--- config.mk ---
export PLATFORM = sky130hd
export DESIGN_NAME = seia_top
export DESIGN_NICKNAME = d
export VERILOG_FILES = /design/src/seia_pkg.sv /design/src/seia_top.sv
export SDC_FILE = /design/constraint.sdc
export NUM_CORES = 1
export LEC_CHECK = 0
export BUFFER_PORTS_ARGS = -buffer_cell sky130_fd_sc_hd__buf_2
export CELL_PAD_IN_SITES_DETAIL_PLACEMENT = 1
export CELL_PAD_IN_SITES_GLOBAL_PLACEMENT = 1
export CORE_MARGIN = 10
export CORE_UTILIZATION = 43
export DETAILED_ROUTE_END_ITERATION = 16
export GPL_ROUTABILITY_DRIVEN = 0
export PLACE_DENSITY = 0.91
export RECOVER_POWER = 100
export SETUP_SLACK_MARGIN = 0.2
export SYNTH_ARGS = -nofsm -noshare
export SYNTH_HDL_FRONTEND = slang
export SYNTH_SLANG_ARGS = --single-unit
--- constraint.sdc ---
create_clock -name i_ref_clk -period 10.4 [get_ports i_ref_clk]
set_input_delay 2.08 -clock i_ref_clk [delete_from_list [all_inputs] [get_ports i_ref_clk]]
set_output_delay 2.08 -clock i_ref_clk [all_outputs]
set_load 0.01 [all_outputs]
--- src/seia_pkg.sv ---
// Purpose: Shared constants and carriers for the EEPROM and expander access block
// Assumes: 32-bit register port with 12-bit byte addresses
// Notes: Interrupt register offsets sit in a free area above the expander control
package seia_pkg;

	// ----------------------------------------------------------------
	// Register offsets
	// ----------------------------------------------------------------
	localparam logic [11:0] SEIA_OFS_EE_CMD = 12'h34c;
	localparam logic [11:0] SEIA_OFS_IOE_CTL = 12'h350;
	localparam logic [11:0] SEIA_OFS_IRQ_STAT = 12'h360;
	localparam logic [11:0] SEIA_OFS_IRQ_CLR = 12'h364;
	localparam logic [11:0] SEIA_OFS_IRQ_EN = 12'h368;

	// ----------------------------------------------------------------
	// Field positions
	// ----------------------------------------------------------------
	localparam int SEIA_EE_ADDR_LSB = 0;
	localparam int SEIA_EE_DATA_LSB = 16;
	localparam int SEIA_EE_BUSY_BIT = 24;
	localparam int SEIA_EE_DONE_BIT = 25;
	localparam int SEIA_EE_OP_BIT = 26;
	localparam int SEIA_IOE_PIN_LSB = 0;
	localparam int SEIA_IOE_REFRESH_BIT = 24;
	localparam int SEIA_IOE_TEST_BIT = 25;
	localparam int SEIA_IOE_SEL_LSB = 26;
	localparam int SEIA_IOE_DONE_BIT = 31;
	localparam int SEIA_IRQ_EE_BIT = 0;
	localparam int SEIA_IRQ_IOE_BIT = 1;

	// ----------------------------------------------------------------
	// Encodings and reset values
	// ----------------------------------------------------------------
	localparam logic SEIA_OP_WRITE = 1'h0;
	localparam logic SEIA_OP_READ = 1'h1;
	localparam logic [3:0] SEIA_SEL_IOE0 = 4'h0;
	localparam logic [3:0] SEIA_SEL_IOE1 = 4'h1;
	localparam logic [3:0] SEIA_SEL_IOE2 = 4'h2;
	localparam logic [3:0] SEIA_SEL_IOE4 = 4'h4;
	localparam int SEIA_NUM_IOE = 4;
	localparam logic [15:0] SEIA_RST_EE_ADDR = 16'h0000;
	localparam logic [7:0] SEIA_RST_EE_DATA = 8'h00;
	localparam logic [15:0] SEIA_RST_PINS = 16'h0000;
	localparam logic [3:0] SEIA_RST_SEL = 4'h0;

	// ----------------------------------------------------------------
	// Carriers
	// ----------------------------------------------------------------
	typedef struct packed {
		logic rd;
		logic [15:0] addr;
		logic [7:0] wdata;
	} seia_ee_cmd_t;

	typedef struct packed {
		logic [1:0] idx;
		logic [15:0] outv;
	} seia_ioe_cmd_t;

endpackage

--- src/seia_top.sv ---
// Purpose: Software access to a serial EEPROM and I/O expanders on the master SMBus
// Assumes: An SMBus engine outside takes one request at a time and pulses its done
// Notes: Requests are levels held until the matching done pulse
//
// Summary of operation
// 16-bit EEPROM byte address held for next operation
// Data field write starts one EEPROM operation
// Write operation stores written byte into EEPROM
// Read ignores written byte; fetched byte returned
// Read-only busy flag at bit 24
// Done flag bit 25, set on finish, W1C
// Operation select bit 26: zero write, one read
// Pin field shows last inputs and supplied outputs
// Pin field writes dropped outside test mode
// Test mode outputs come from written pin value
// Input pin bits always read-only
// Refresh write issues expander SMBus transaction
// Refresh bit always reads zero
// Select field 29:26 picks expander, codes 0,1,2,4
// Bit 25 enables expander test mode
// Expander done bit 31 set on completion, W1C
// Busy rises after start, falls with done
// Software waits idle and clears done first
//
// Implementation choice: the address-and-strobe port.
module seia_top (
	input wire logic i_ref_clk,
	input wire logic i_sys_rst,
	input wire logic [11:0] i_addr,
	input wire logic [31:0] i_wdata,
	input wire logic i_wr,
	input wire logic i_rd,
	output logic [31:0] o_rd_data,
	output logic o_irq,
	output logic o_ee_req,
	output seia_pkg::seia_ee_cmd_t o_ee_cmd,
	input wire logic i_ee_done,
	input wire logic [7:0] i_ee_rdata,
	output logic o_ioe_req,
	output seia_pkg::seia_ioe_cmd_t o_ioe_cmd,
	input wire logic i_ioe_done,
	input wire logic [15:0] i_ioe_in_vals,
	input wire logic [15:0] i_ioe_in_mask,
	input wire logic [63:0] i_core_outs
);

	// ----------------------------------------------------------------
	// Decoding helpers
	// ----------------------------------------------------------------
	// Expander select code is one of the four populated slots
	function automatic logic sel_valid(input logic [3:0] code);
		sel_valid = (code == seia_pkg::SEIA_SEL_IOE0) || (code == seia_pkg::SEIA_SEL_IOE1) ||
			(code == seia_pkg::SEIA_SEL_IOE2) || (code == seia_pkg::SEIA_SEL_IOE4);
	endfunction

	// Slot index of a select code; code four lands in the last slot
	function automatic logic [1:0] sel_index(input logic [3:0] code);
		sel_index = (code == seia_pkg::SEIA_SEL_IOE4) ? 2'h3 : code[1:0];
	endfunction

	// ----------------------------------------------------------------
	// Declarations
	// ----------------------------------------------------------------
	typedef enum logic [1:0] {
		SEIA_EE_IDLE = 2'b01,
		SEIA_EE_RUN = 2'b10
	} seia_ee_state_t;

	typedef enum logic [1:0] {
		SEIA_IOE_IDLE = 2'b01,
		SEIA_IOE_RUN = 2'b10
	} seia_ioe_state_t;

	seia_ee_state_t ee_state_r;
	seia_ioe_state_t ioe_state_r;
	logic [15:0] ee_addr_r;
	logic [7:0] ee_data_r;
	logic ee_done_r;
	logic ee_op_r;
	logic ioe_test_r;
	logic [3:0] ioe_sel_r;
	logic ioe_done_r;
	logic [15:0] ioe_in_img_r [seia_pkg::SEIA_NUM_IOE];
	logic [15:0] ioe_tm_val_r [seia_pkg::SEIA_NUM_IOE];
	logic [15:0] supplied [seia_pkg::SEIA_NUM_IOE];
	logic [1:0] irq_stat_r;
	logic [1:0] irq_en_r;
	logic wr_ee;
	logic wr_ioe;
	logic wr_clr;
	logic ee_start;
	logic ee_finish;
	logic ioe_finish;
	logic ioe_start;
	logic pin_wr;
	logic [1:0] cur_idx;
	logic cur_ok;
	logic [1:0] wr_idx;
	logic wr_ok;
	logic [15:0] pin_view;
	logic [31:0] rd_nxt;

	// ----------------------------------------------------------------
	// Write decode and events
	// ----------------------------------------------------------------
	// Strobes qualified by address
	assign wr_ee = i_wr && (i_addr == seia_pkg::SEIA_OFS_EE_CMD);
	assign wr_ioe = i_wr && (i_addr == seia_pkg::SEIA_OFS_IOE_CTL);
	assign wr_clr = i_wr && (i_addr == seia_pkg::SEIA_OFS_IRQ_CLR);
	assign cur_idx = sel_index(ioe_sel_r);
	assign cur_ok = sel_valid(ioe_sel_r);
	// A write acts on the expander that it selects itself
	assign wr_idx = sel_index(i_wdata[seia_pkg::SEIA_IOE_SEL_LSB +: 4]);
	assign wr_ok = sel_valid(i_wdata[seia_pkg::SEIA_IOE_SEL_LSB +: 4]);

	// A data field write starts an operation only when the interface is idle
	assign ee_start = wr_ee && (ee_state_r == SEIA_EE_IDLE);
	assign ee_finish = (ee_state_r == SEIA_EE_RUN) && i_ee_done;

	// Pin field writes only take effect in test mode on a populated slot
	assign pin_wr = wr_ioe && ioe_test_r && wr_ok;
	assign ioe_start = wr_ioe && wr_ok && (ioe_state_r == SEIA_IOE_IDLE) &&
		(i_wdata[seia_pkg::SEIA_IOE_REFRESH_BIT] || pin_wr);
	assign ioe_finish = (ioe_state_r == SEIA_IOE_RUN) && i_ioe_done;

	// ----------------------------------------------------------------
	// Output values supplied to each expander
	// ----------------------------------------------------------------
	generate
		for (genvar g = 0; g < seia_pkg::SEIA_NUM_IOE; g++) begin : g_sup
			// Test mode replaces the core-driven outputs
			assign supplied[g] = ioe_test_r ? ioe_tm_val_r[g] : i_core_outs[g*16 +: 16];
		end
	endgenerate

	// Inputs from the last transaction, outputs as currently supplied
	assign pin_view = cur_ok ? ((ioe_in_img_r[cur_idx] & i_ioe_in_mask) |
		(supplied[cur_idx] & ~i_ioe_in_mask)) : seia_pkg::SEIA_RST_PINS;

	// ----------------------------------------------------------------
	// EEPROM interface
	// ----------------------------------------------------------------
	// EEPROM sequencer
	always_ff @(posedge i_ref_clk or posedge i_sys_rst) begin
		if (i_sys_rst) begin
			ee_state_r <= SEIA_EE_IDLE;
		end else begin
			unique case (ee_state_r)
				SEIA_EE_IDLE: begin
					if (ee_start) begin
						ee_state_r <= SEIA_EE_RUN;
					end
				end
				SEIA_EE_RUN: begin
					if (i_ee_done) begin
						ee_state_r <= SEIA_EE_IDLE;
					end
				end
				default: ee_state_r <= SEIA_EE_IDLE;
			endcase
		end
	end

	// Address, operation and data fields
	always_ff @(posedge i_ref_clk or posedge i_sys_rst) begin
		if (i_sys_rst) begin
			ee_addr_r <= seia_pkg::SEIA_RST_EE_ADDR;
			ee_data_r <= seia_pkg::SEIA_RST_EE_DATA;
			ee_op_r <= seia_pkg::SEIA_OP_WRITE;
		end else if (ee_start) begin
			ee_addr_r <= i_wdata[seia_pkg::SEIA_EE_ADDR_LSB +: 16];
			ee_op_r <= i_wdata[seia_pkg::SEIA_EE_OP_BIT];
			if (i_wdata[seia_pkg::SEIA_EE_OP_BIT] == seia_pkg::SEIA_OP_WRITE) begin
				ee_data_r <= i_wdata[seia_pkg::SEIA_EE_DATA_LSB +: 8];
			end
		end else if (ee_finish && (ee_op_r == seia_pkg::SEIA_OP_READ)) begin
			ee_data_r <= i_ee_rdata;
		end
	end

	// Done flag; a completion beats a same-cycle clear, busy is the run state
	always_ff @(posedge i_ref_clk or posedge i_sys_rst) begin
		if (i_sys_rst) begin
			ee_done_r <= 1'b0;
		end else begin
			if (ee_finish) begin
				ee_done_r <= 1'b1;
			end else if (wr_ee && i_wdata[seia_pkg::SEIA_EE_DONE_BIT]) begin
				ee_done_r <= 1'b0;
			end
		end
	end

	// Request to the SMBus engine, held until its done pulse
	always_ff @(posedge i_ref_clk or posedge i_sys_rst) begin
		if (i_sys_rst) begin
			o_ee_req <= 1'b0;
			o_ee_cmd <= '0;
		end else if (ee_start) begin
			o_ee_req <= 1'b1;
			o_ee_cmd.rd <= i_wdata[seia_pkg::SEIA_EE_OP_BIT];
			o_ee_cmd.addr <= i_wdata[seia_pkg::SEIA_EE_ADDR_LSB +: 16];
			o_ee_cmd.wdata <= i_wdata[seia_pkg::SEIA_EE_DATA_LSB +: 8];
		end else if (ee_finish) begin
			o_ee_req <= 1'b0;
		end
	end

	// ----------------------------------------------------------------
	// Expander interface
	// ----------------------------------------------------------------
	// Control fields of the expander register
	always_ff @(posedge i_ref_clk or posedge i_sys_rst) begin
		if (i_sys_rst) begin
			ioe_test_r <= 1'b0;
			ioe_sel_r <= seia_pkg::SEIA_RST_SEL;
		end else if (wr_ioe) begin
			ioe_test_r <= i_wdata[seia_pkg::SEIA_IOE_TEST_BIT];
			ioe_sel_r <= i_wdata[seia_pkg::SEIA_IOE_SEL_LSB +: 4];
		end
	end

	// Test values keep only output bits of the written pin field
	always_ff @(posedge i_ref_clk or posedge i_sys_rst) begin
		if (i_sys_rst) begin
			for (int k = 0; k < seia_pkg::SEIA_NUM_IOE; k++) begin
				ioe_tm_val_r[k] <= seia_pkg::SEIA_RST_PINS;
			end
		end else if (pin_wr) begin
			ioe_tm_val_r[wr_idx] <= i_wdata[seia_pkg::SEIA_IOE_PIN_LSB +: 16] &
				~i_ioe_in_mask;
		end
	end

	// Expander sequencer
	always_ff @(posedge i_ref_clk or posedge i_sys_rst) begin
		if (i_sys_rst) begin
			ioe_state_r <= SEIA_IOE_IDLE;
		end else begin
			unique case (ioe_state_r)
				SEIA_IOE_IDLE: begin
					if (ioe_start) begin
						ioe_state_r <= SEIA_IOE_RUN;
					end
				end
				SEIA_IOE_RUN: begin
					if (i_ioe_done) begin
						ioe_state_r <= SEIA_IOE_IDLE;
					end
				end
				default: ioe_state_r <= SEIA_IOE_IDLE;
			endcase
		end
	end

	// Request with the outputs to drive; a pin write sends the new value
	always_ff @(posedge i_ref_clk or posedge i_sys_rst) begin
		if (i_sys_rst) begin
			o_ioe_req <= 1'b0;
			o_ioe_cmd <= '0;
		end else if (ioe_start) begin
			o_ioe_req <= 1'b1;
			o_ioe_cmd.idx <= wr_idx;
			o_ioe_cmd.outv <= pin_wr ? (i_wdata[seia_pkg::SEIA_IOE_PIN_LSB +: 16] &
				~i_ioe_in_mask) : supplied[wr_idx];
		end else if (ioe_finish) begin
			o_ioe_req <= 1'b0;
		end
	end

	// Input image captured at the end of each transaction
	always_ff @(posedge i_ref_clk or posedge i_sys_rst) begin
		if (i_sys_rst) begin
			for (int k = 0; k < seia_pkg::SEIA_NUM_IOE; k++) begin
				ioe_in_img_r[k] <= seia_pkg::SEIA_RST_PINS;
			end
		end else if (ioe_finish) begin
			ioe_in_img_r[o_ioe_cmd.idx] <= i_ioe_in_vals & i_ioe_in_mask;
		end
	end

	// Expander done flag; completion beats a same-cycle clear
	always_ff @(posedge i_ref_clk or posedge i_sys_rst) begin
		if (i_sys_rst) begin
			ioe_done_r <= 1'b0;
		end else if (ioe_finish) begin
			ioe_done_r <= 1'b1;
		end else if (wr_ioe && i_wdata[seia_pkg::SEIA_IOE_DONE_BIT]) begin
			ioe_done_r <= 1'b0;
		end
	end

	// ----------------------------------------------------------------
	// Interrupts
	// ----------------------------------------------------------------
	// Sticky status, write-one clear register, set wins
	always_ff @(posedge i_ref_clk or posedge i_sys_rst) begin
		if (i_sys_rst) begin
			irq_stat_r <= 2'h0;
		end else begin
			for (int k = 0; k < 2; k++) begin
				if ((k == seia_pkg::SEIA_IRQ_EE_BIT) ? ee_finish : ioe_finish) begin
					irq_stat_r[k] <= 1'b1;
				end else if (wr_clr && i_wdata[k]) begin
					irq_stat_r[k] <= 1'b0;
				end
			end
		end
	end

	// Enable register and level interrupt output
	always_ff @(posedge i_ref_clk or posedge i_sys_rst) begin
		if (i_sys_rst) begin
			irq_en_r <= 2'h0;
			o_irq <= 1'b0;
		end else begin
			if (i_wr && (i_addr == seia_pkg::SEIA_OFS_IRQ_EN)) begin
				irq_en_r <= i_wdata[1:0];
			end
			o_irq <= |(irq_stat_r & irq_en_r);
		end
	end

	// ----------------------------------------------------------------
	// Read path
	// ----------------------------------------------------------------
	// Read mux; refresh bit and reserved bits read as zero
	always_comb begin
		rd_nxt = 32'h0000_0000;
		if (i_rd) begin
			unique case (i_addr)
				seia_pkg::SEIA_OFS_EE_CMD: begin
					rd_nxt[seia_pkg::SEIA_EE_ADDR_LSB +: 16] = ee_addr_r;
					rd_nxt[seia_pkg::SEIA_EE_DATA_LSB +: 8] = ee_data_r;
					rd_nxt[seia_pkg::SEIA_EE_BUSY_BIT] = (ee_state_r == SEIA_EE_RUN);
					rd_nxt[seia_pkg::SEIA_EE_DONE_BIT] = ee_done_r;
					rd_nxt[seia_pkg::SEIA_EE_OP_BIT] = ee_op_r;
				end
				seia_pkg::SEIA_OFS_IOE_CTL: begin
					rd_nxt[seia_pkg::SEIA_IOE_PIN_LSB +: 16] = pin_view;
					rd_nxt[seia_pkg::SEIA_IOE_REFRESH_BIT] = 1'b0;
					rd_nxt[seia_pkg::SEIA_IOE_TEST_BIT] = ioe_test_r;
					rd_nxt[seia_pkg::SEIA_IOE_SEL_LSB +: 4] = ioe_sel_r;
					rd_nxt[seia_pkg::SEIA_IOE_DONE_BIT] = ioe_done_r;
				end
				seia_pkg::SEIA_OFS_IRQ_STAT: rd_nxt[1:0] = irq_stat_r;
				seia_pkg::SEIA_OFS_IRQ_EN: rd_nxt[1:0] = irq_en_r;
				default: rd_nxt = 32'h0000_0000;
			endcase
		end
	end

	// Read data stands for the one cycle after the strobe
	always_ff @(posedge i_ref_clk or posedge i_sys_rst) begin
		if (i_sys_rst) begin
			o_rd_data <= 32'h0000_0000;
		end else begin
			o_rd_data <= rd_nxt;
		end
	end

endmodule

==> run metrics, run 1 <==
Final Cycle Share 65.8%; CTS Hold Bufs 0; clock slew at reported path FFs 0.06 ns; # rows 59; fraction of layout instances using a drive strength above 1 25.5%; status finished with violations; DP HPWL 29.3 mm; Place WS 5.16 ns; Final Non-Filler Cells 1625; setup ws final 3.56 ns; TritonRoute pass-1 iters 6; drc violations 0; Mapped Area 11200 µm²; vias per cell 6.26; PortBufs 229; R2R Setup Slk 5.46 ns; final setup TNS 0 ns; TritonCTS Buffers 25; largest net degree at the start of global routing 87; crit start category input port; die span in x 182 µm; Final Max Slew Viols 199; commonest cells after routing, fill and taps aside 225 x dfrtp_1, 175 x nand2_1, 150 x buf_2, 99 x mux2_2, 91 x clkbuf_1; maximum VDD drop 0.0886 mV; number of synthesized flops with an enable pin 0; die height 182 µm; CTS H-tree lvls 1; final hold slack 0.478 ns; Starting Density 43.4%; Fillers 2877; Netlist cell types 59; commonest non-fill, non-tap cell in the layout dfrtp_1; relative slew slack -152%; worst slew pin tran 3.76 ns; initial DRC count 1001; Max Freq 0.146 GHz; Hold Violations, Final 0; # IOs 232; Final min period 6.84 ns; synth warn 0; GRT overflow 0; P&R area growth vs syn 18.1%; initial antenna violation count 11; Seq/Total Area, Yosys 50.8%; post-CTS resize count 0; Max Cap Violations 8; Placed Instances 1571; critical path class in -> reg; Clock Latency Late Sink 0.53 ns; mean post-synth cell area 10.5 µm²; CP max FO 19; Worst EP required 10.81 ns; Antenna Nets Post-Route 0; WP data arrival 7.25 ns; Net Count, Synth 1221; asr flop ratio synth 100%; Die Footprint 33000 µm²; Via Count 10168; CTS tree built; Total Routing Usage GR 26.1%; Post-Synthesis Cells 1067; main flop type after synthesis dfrtp_1; multi-input logic area 5130 µm²; Post-Route WL 44.9 mm; Routed WL per cell 27.6 µm; RSZ-0062 raised after global routing false; final setup vio count 0; clock root buffer clkbuf_16; clock sinks 228; sequential cell area 5710 µm²; number of global-route vias before repair 11000; failing checks capacitance limit, slew limit; Crit. End Element flop; Worst Skew 0.00829 ns; Final #Nets 1417; pwr/cell area 147 nW/µm²; maximum clock insertion buffer count 3; Worst Hold Class reg -> reg; synthesis-stage register bit count 228; core area 25900 µm²; Post-CTS Setup Inserts 0; LEAKAGE 6.13 nW; first-pass GRT wire length 68.5 mm
## logic make-up (layout without fill, tap and decap cells)
group	after synthesis	count (layout)	share of synthesized area (%)
buf+inv	82	294	3.20
other cells	1	12	0.0334
fa+ha+maj	2	2	0.178
compound gates	262	262	16.0
mux	157	157	15.3
flops	228	228	50.8
simple gates	335	335	14.5
## metal layers
metal	track usage [%]	wire length, µm	up-vias
met5	0	24	-
met4	13.8	2670	4
met3	5.61	3900	177
met2	43.5	21800	624
met1	31.1	16500	5104
li1	-	-	4259
## registers in the layout (all words and copies together), names as in the netlist, 2 cells and up
name,flops
ioe_in_img_r,64
ioe_tm_val_r,64
o_rd_data,31
o_ee_cmd,25
o_ioe_cmd,18
ee_data_r,8
ioe_sel_r,4
ee_state_r,2
ioe_state_r,2
irq_en_r,2
irq_stat_r,2
## stage by stage
step                      utilization [%]  power (mW)  cell area (µm²)
final                                51.2        1.95            13300
after global routing                 51.2        2.01            13300
after CTS                            51.8        1.95            13400
after detailed placement             48.6        1.06            12600
after global placement               48.6        1.05            12600
after floorplan                         -       0.987            11200
## final cells by class
cell class / count / area share (%)
Tap cell: 335 / 3.16
Clock buffer: 38 / 5.53
Antenna cell: 11 / 0.207
Clock inverter: 5 / 0.566
Inverter: 6 / 0.179
Timing Repair Buffer: 245 / 8.65
Sequential cell: 228 / 43.0
Multi-Input combinational cell: 757 / 38.7
## power breakdown
part           internal, mW  switching, mW
Clock                 0.532          0.370
Combinational        0.0567         0.0970
Sequential            0.892        0.00350
Total                  1.48          0.471
## path summary, 6_finish.rpt
| path | start | to | cells after the start |
|---|---|---|---|
| worst max-delay path | i_addr[1] | ioe_tm_val_r[49]$_DFFE_PP0P_ | 6 |
| worst min-delay path | o_ioe_cmd[7]$_DFFE_PP0P_ | o_ioe_cmd[7]$_DFFE_PP0P_ | 1 |
| worst max register to register | ioe_test_r$_DFFE_PP0N_ | ioe_tm_val_r[49]$_DFFE_PP0P_ | 3 |
| worst min register to register | o_ioe_cmd[7]$_DFFE_PP0P_ | o_ioe_cmd[7]$_DFFE_PP0P_ | 1 |
| max in group asynchronous | i_sys_rst | ee_data_r[2]$_DFFE_PP0P_ | 3 |
| min in group asynchronous | i_sys_rst | o_ioe_cmd[2]$_DFFE_PP0P_ | 2 |
## cells in the mapped netlist, types with 2 or more instances
cell | n | area share [%]
nor2_2 | 2 | 0.11
o2bb2ai_1 | 2 | 0.16
o2111ai_1 | 2 | 0.16
a21o_1 | 18 | 1.2
nor2_1 | 18 | 0.60
maj3_1 | 2 | 0.18
o31ai_1 | 14 | 0.94
a221oi_1 | 16 | 1.2
dfstp_2 | 2 | 0.47
nor2b_1 | 24 | 1.3
mux2i_1 | 50 | 4.5
clkbuf_1 | 52 | 1.7
a21oi_1 | 38 | 1.7
o221a_2 | 16 | 1.6
buf_4 | 8 | 0.53
a211oi_1 | 40 | 2.7
a32oi_1 | 13 | 1.0
a22o_1 | 6 | 0.47
buf_1 | 4 | 0.13
nand2b_1 | 26 | 1.4
and2_1 | 12 | 0.67
a211o_1 | 2 | 0.16
nand2_1 | 175 | 5.8
o32a_1 | 3 | 0.27
mux2_1 | 2 | 0.20
o211ai_1 | 2 | 0.13
nor3_4 | 2 | 0.29
or3_1 | 2 | 0.11
nand3b_1 | 4 | 0.27
buf_2 | 11 | 0.49
nor3_1 | 28 | 1.2
mux2_2 | 104 | 10
inv_1 | 5 | 0.17
o21ai_0 | 85 | 3.8
nand3_1 | 21 | 0.94
a221o_1 | 2 | 0.18
or2_2 | 3 | 0.17
dfrtp_1 | 226 | 50
and3_1 | 5 | 0.28
## worst max-delay path, cell delays in order
cell and delay [ns]:
buf_2 0.09, nor4bb_1 0.55, and4b_1 0.56, nand4_1 1.01
nor3_1 2.46, mux2_2 0.48
(Power assumes the default switching activity.)
==> run 2, diff against run 1 <==
--- a/config.mk
+++ b/config.mk
@@ -9,10 +9,10 @@
 export CELL_PAD_IN_SITES_DETAIL_PLACEMENT = 1
 export CELL_PAD_IN_SITES_GLOBAL_PLACEMENT = 1
 export CORE_MARGIN = 10
-export CORE_UTILIZATION = 43
+export CORE_UTILIZATION = 39
 export DETAILED_ROUTE_END_ITERATION = 16
 export GPL_ROUTABILITY_DRIVEN = 0
-export PLACE_DENSITY = 0.91
+export PLACE_DENSITY = 0.87
 export RECOVER_POWER = 100
 export SETUP_SLACK_MARGIN = 0.2
 export SYNTH_ARGS = -nofsm -noshare
==> constraint.sdc (replaced) <==
create_clock -name i_ref_clk -period 5.7 [get_ports i_ref_clk]
set_input_delay 1.14 -clock i_ref_clk [delete_from_list [all_inputs] [get_ports i_ref_clk]]
set_output_delay 1.14 -clock i_ref_clk [all_outputs]
set_load 0.01 [all_outputs]
==> run metrics, run 2 (synthesis gave the netlist of run 1 again) <==
# rows 62 (+5.1%); WP data arrival 4.82 ns (-2.43 ns); Max Freq 0.227 GHz; Clock Latency Late Sink 0.54 ns (about the same); P&R area growth vs syn 19.4%; uppermost layer routed met5; fraction of layout instances using a drive strength above 1 26.4% (+0.93 points); PortBufs 229 (unchanged); register share of total power 45.7% (-0.2 points); maximum VDD drop 0.214 mV (+140%); drc violations 0 (unchanged); LEAKAGE 6.16 nW (+0.51%); registers with the most flip-flops ioe_in_img_r (64), ioe_tm_val_r (64), o_rd_data (31); Final min period 4.40 ns; core area 28500 µm² (+10%); DP HPWL 29.3 mm (about the same); first-pass GRT wire length 63.2 mm (-7.7%); wire length on met1 16.5 mm (-0.42%); Final #Nets 1419 (+0.14%); largest net degree at the start of global routing 110 (+26%); R2R Setup Slk 2.24 ns (-3.22 ns); failing checks capacitance limit, slew limit; routed wl met3 2.89 mm (-26%); maximum clock insertion buffer count 3 (unchanged); status finished with violations; Switching Power 0.876 mW (+86%); Worst EP required 6.12 ns (-4.69 ns); commonest non-fill, non-tap cell in the layout dfrtp_1; Gate power share 7.8% (about the same); RSZ-0062 raised after global routing false; Hold Violations, Final 0 (unchanged); CTS tree built; Power, Total 3.58 mW (+83%); # IOs 232 (unchanged); Antenna Nets Post-Route 0 (unchanged); met2 WL 20.7 mm (-5.0%); initial antenna violation count 17 (+6); Routed WL per cell 25.0 µm (-9.5%); TritonCTS Buffers 25 (unchanged); number of global-route vias before repair 10630 (-3.4%); pwr/cell area 267 nW/µm² (+81%); CTS Hold Bufs 0 (unchanged); final setup vio count 0 (unchanged); Sw Share 24.5% (+0.37 points); Final Cycle Share 77.1%; CTS H-tree lvls 1 (unchanged); clock slew at reported path FFs 0.06 ns (about the same); Final Max Slew Viols 194 (-2.5%); Die Footprint 36000 µm² (+9.1%); Crit. End Element flop; clock share of power 46.6% (+0.4 points); final setup TNS 0 ns (unchanged); Via Count 9732 (-4.3%); GRT overflow 0 (unchanged); commonest cells after routing, fill and taps aside 224 x dfrtp_1, 175 x nand2_1, 150 x buf_2, 101 x mux2_2, 87 x clkbuf_1; worst slew pin tran 2.37 ns (-1.39 ns); relative slew slack -58.1% (+94 points); clock sinks 228 (unchanged); clock root buffer clkbuf_16; Post-CTS Setup Inserts 0 (unchanged); Starting Density 39.4% (-4.0 points); post-CTS resize count 0 (unchanged); critical path class in -> reg; vias per cell 5.79 (-7.5%); Total Routing Usage GR 22.4% (-3.8 points); die span in x 190 µm (+4.5%); TritonRoute pass-1 iters 5 (-1); CP max FO 19 (unchanged); initial DRC count 673 (-33%); Post-Route WL 42.1 mm (-6.4%); die height 190 µm (+4.5%); Pint 2.70 mW (+82%); Worst Skew 0.0144 ns (+0.00616 ns); Worst Hold Class reg -> reg; Max Cap Violations 7 (-1); crit start category input port
[run 2: cell count changes in the layout (fill, tap and decap cells not counted), moves of 3 or more]
cell      before  now
clkbuf_8       6    2
diode_2       11   14
clkinv_2       3    9
clkbuf_1      91   87
[run 2: worst max-delay path: stages]
cell and delay (ns):
buf_2 0.10, nor4bb_1 0.50, and4b_1 0.63, nand4_4 0.42, nor2_1 1.54, mux2_2 0.46
[run 2: power groups by stage]
| stage | Sequential (mW) | Combinational [mW] | Clock [mW] |
|---|---|---|---|
| 2_1_floorplan | 1.66 | 0.140 | 0 |
| 3_3_place_gp | 1.66 | 0.260 | 0 |
| 3_5_place_dp | 1.66 | 0.270 | 0 |
| 4_1_cts | 1.63 | 0.275 | 1.68 |
| 5_1_grt | 1.63 | 0.299 | 1.75 |
| 6_report | 1.63 | 0.277 | 1.67 |
[run 2: worst paths after layout]
path,start,endpoint,cells past startpoint
max in group asynchronous,i_sys_rst,o_rd_data[19]$_DFF_PP0_,3
min in group asynchronous,i_sys_rst,o_rd_data[0]$_DFF_PP0_,2
worst max register to register,ioe_test_r$_DFFE_PP0N_,ioe_tm_val_r[29]$_DFFE_PP0P_,3
worst max-delay path,i_addr[1],ioe_tm_val_r[29]$_DFFE_PP0P_,6
worst min register to register,o_ioe_cmd[5]$_DFFE_PP0P_,o_ioe_cmd[5]$_DFFE_PP0P_,1
worst min-delay path,o_ioe_cmd[5]$_DFFE_PP0P_,o_ioe_cmd[5]$_DFFE_PP0P_,1
[run 2: final cells by class]
class	count	area [µm²]
Clock buffer	30	664
Antenna cell	14	35.0
Multi-Input combinational cell	757	5160
Timing Repair Buffer	247	1180
Clock inverter	15	160
Fill cell	3288	15100
Tap cell	384	480
Sequential cell	228	5710
Inverter	6	23.8
[run 2: metal layers]
metal	vias to the layer above	global-route usage, %
li1	4254	-
met1	4949	26.8
met2	412	37.4
met3	113	4.12
met4	4	12.3
met5	-	0
[run 2: metrics by stage]
| stage | utilization (%) | cell area [µm²] | cells | setup WS (ns) | hold slack, ns |
|---|---|---|---|---|---|
| global placement | 44.4 | 12700 | 1622 | 1.57 | 0.454 |
| global route | 47.0 | 13400 | 1680 | 1.14 | 0.498 |
| finish | 47.0 | 13400 | 1681 | 1.30 | 0.474 |
| floorplan | - | 11200 | 1067 | 1.58 | 0.438 |
| CTS | 47.3 | 13500 | 1667 | 1.89 | 0.477 |
| detailed placement | 44.4 | 12700 | 1622 | 1.40 | 0.463 |
==> run 3, diff against run 2 <==
==> constraint.sdc (replaced) <==
create_clock -name i_ref_clk -period 3.8 [get_ports i_ref_clk]
set_input_delay 0.76 -clock i_ref_clk [delete_from_list [all_inputs] [get_ports i_ref_clk]]
set_output_delay 0.76 -clock i_ref_clk [all_outputs]
set_load 0.01 [all_outputs]
==> run metrics, run 3 (synthesis gave the netlist of run 1 again) <==
vias per cell 5.92 (+2.3%); WP data arrival 3.75 ns (-1.07 ns); cell count of the worst hold path 1 (unchanged); Hold Violations, Final 0 (unchanged); Max Freq 0.296 GHz; commonest non-fill, non-tap cell in the layout dfrtp_1; failing checks capacitance limit, slew limit; Final #Nets 1436 (+1.2%); Post-CTS Setup Inserts 0 (unchanged); RSZ-0062 raised after global routing false; min-delay src o_ioe_cmd[8]$_DFFE_PP0P_; Hold EP o_ioe_cmd[8]$_DFFE_PP0P_; Worst Skew 0.0165 ns (+0.00207 ns); clock root buffer clkbuf_16; number of global-route vias before repair 10934 (+2.9%); TritonRoute pass-1 iters 6 (+1); largest net degree at the start of global routing 67 (-39%); reg2reg start ioe_sel_r[1]$_DFFE_PP0N_; clock sinks 228 (unchanged); TritonCTS Buffers 25 (unchanged); worst slew pin tran 1.74 ns (-0.630 ns); die span in x 190 µm (unchanged); # rows 62 (unchanged); post-CTS resize count 0 (unchanged); worst r2r dst o_rd_data[4]$_DFF_PP0_; final setup vio count 0 (unchanged); relative slew slack -16.1% (+42 points); setup ws final 0.423 ns (-0.880 ns); CTS H-tree lvls 1 (unchanged); Final Cycle Share 88.9%; DP HPWL 29.8 mm (+1.8%); # IOs 232 (unchanged); Place WS 0.690 ns (-0.708 ns); fraction of layout instances using a drive strength above 1 26.6% (+0.21 points); critical path class reg -> reg; Antenna Nets Post-Route 0 (unchanged); commonest cells after routing, fill and taps aside 224 x dfrtp_1, 175 x nand2_1, 151 x buf_2, 100 x mux2_2, 92 x clkbuf_1; clock slew at reported path FFs 0.07 ns (about the same); Crit. End Element flop; Via Count 10053 (+3.3%); Max Cap Violations 4 (-3); Worst Hold Class reg -> reg; pwr/cell area 393 nW/µm² (+48%); registers with the most flip-flops ioe_in_img_r (64), ioe_tm_val_r (64), o_rd_data (31); Total Routing Usage GR 23.4% (+1.1 points); LEAKAGE 6.20 nW (+0.66%); R2R Setup Slk 0.42 ns (-1.82 ns); first-pass GRT wire length 66.4 mm (+5.0%); GRT overflow 0 (unchanged); Clock Latency Late Sink 0.53 ns (about the same); CTS Hold Bufs 0 (unchanged); Post-Route Utilization 47.2% (+0.21 points); CP max FO 51 (+32); P&R area growth vs syn 19.9%; PortBufs 229 (unchanged); Final Max Slew Viols 162 (-16%); Routed WL per cell 25.9 µm (+3.5%); Worst Reg-to-Reg Cells 7 (+4); Starting Density 39.4% (unchanged); Worst EP required 4.17 ns (-1.95 ns); drc violations 0 (unchanged); maximum clock insertion buffer count 3 (unchanged); Final min period 3.38 ns; crit start category flop; Die Footprint 36000 µm² (unchanged); status finished with violations; CTS tree built; Post-Route WL 44.0 mm (+4.5%); final setup TNS 0 ns (unchanged); Critical Path Start ioe_sel_r[1]$_DFFE_PP0N_; maximum VDD drop 0.286 mV (+34%); initial antenna violation count 16 (-1); die height 190 µm (unchanged); core area 28500 µm² (unchanged); initial DRC count 940 (+40%)
## run 3: worst max-delay path, stage by stage (launching register included)
cell and delay, ns:
dfrtp_2 0.38, clkbuf_2 1.00, clkinv_1 0.37, nand2_1 0.16
buf_4 0.36, a21oi_1 0.14, a211oi_1 0.59, o31ai_1 0.19
## run 3: cell type report
cell class	instances	area (µm²)
clock buffers	29	661
well taps	384	480
inverters	6	23.8
diodes	14	35.0
multi-input cells	757	5130
fillers	3298	15100
flip-flops and latches	228	5710
clock inverters	15	131
repair buffers	264	1290
## run 3: worst max path at each step
stage | to | depth (start not counted)
CTS | o_rd_data[4]$_DFF_PP0_ | 7
detailed placement | ioe_tm_val_r[56]$_DFFE_PP0P_ | 7
global placement | ioe_tm_val_r[63]$_DFFE_PP0P_ | 7
floorplan | ee_data_r[0]$_DFFE_PP0P_ | 1
finish | o_rd_data[4]$_DFF_PP0_ | 7
global route | ioe_tm_val_r[20]$_DFFE_PP0P_ | 7
## run 3: stage by stage
step	instance area, µm²	total power, mW	hold WS (ns)	cells
after floorplan	11200	2.70	0.438	1067
after global placement	12900	2.89	0.453	1639
after detailed placement	12900	2.90	0.464	1639
after CTS	13700	5.32	0.409	1683
after global routing	13500	5.47	0.487	1696
final	13500	5.30	0.477	1697
## run 3: power by group
part	switching, mW	internal [mW]
combinational	0.265	0.157
clock	1.05	1.38
sequential	0.00856	2.44
## run 3: metal layers
metal / global-route usage [%] / wire length, µm / vias up / part of all wire (%)
li1: - / - / 4307 / -
met1: 27.8 / 16300 / 5045 / 37
met2: 39.0 / 21700 / 543 / 49
met3: 4.34 / 3360 / 154 / 7.6
met4: 14.2 / 2480 / 4 / 5.6
met5: 0 / 27 / - / 0.061
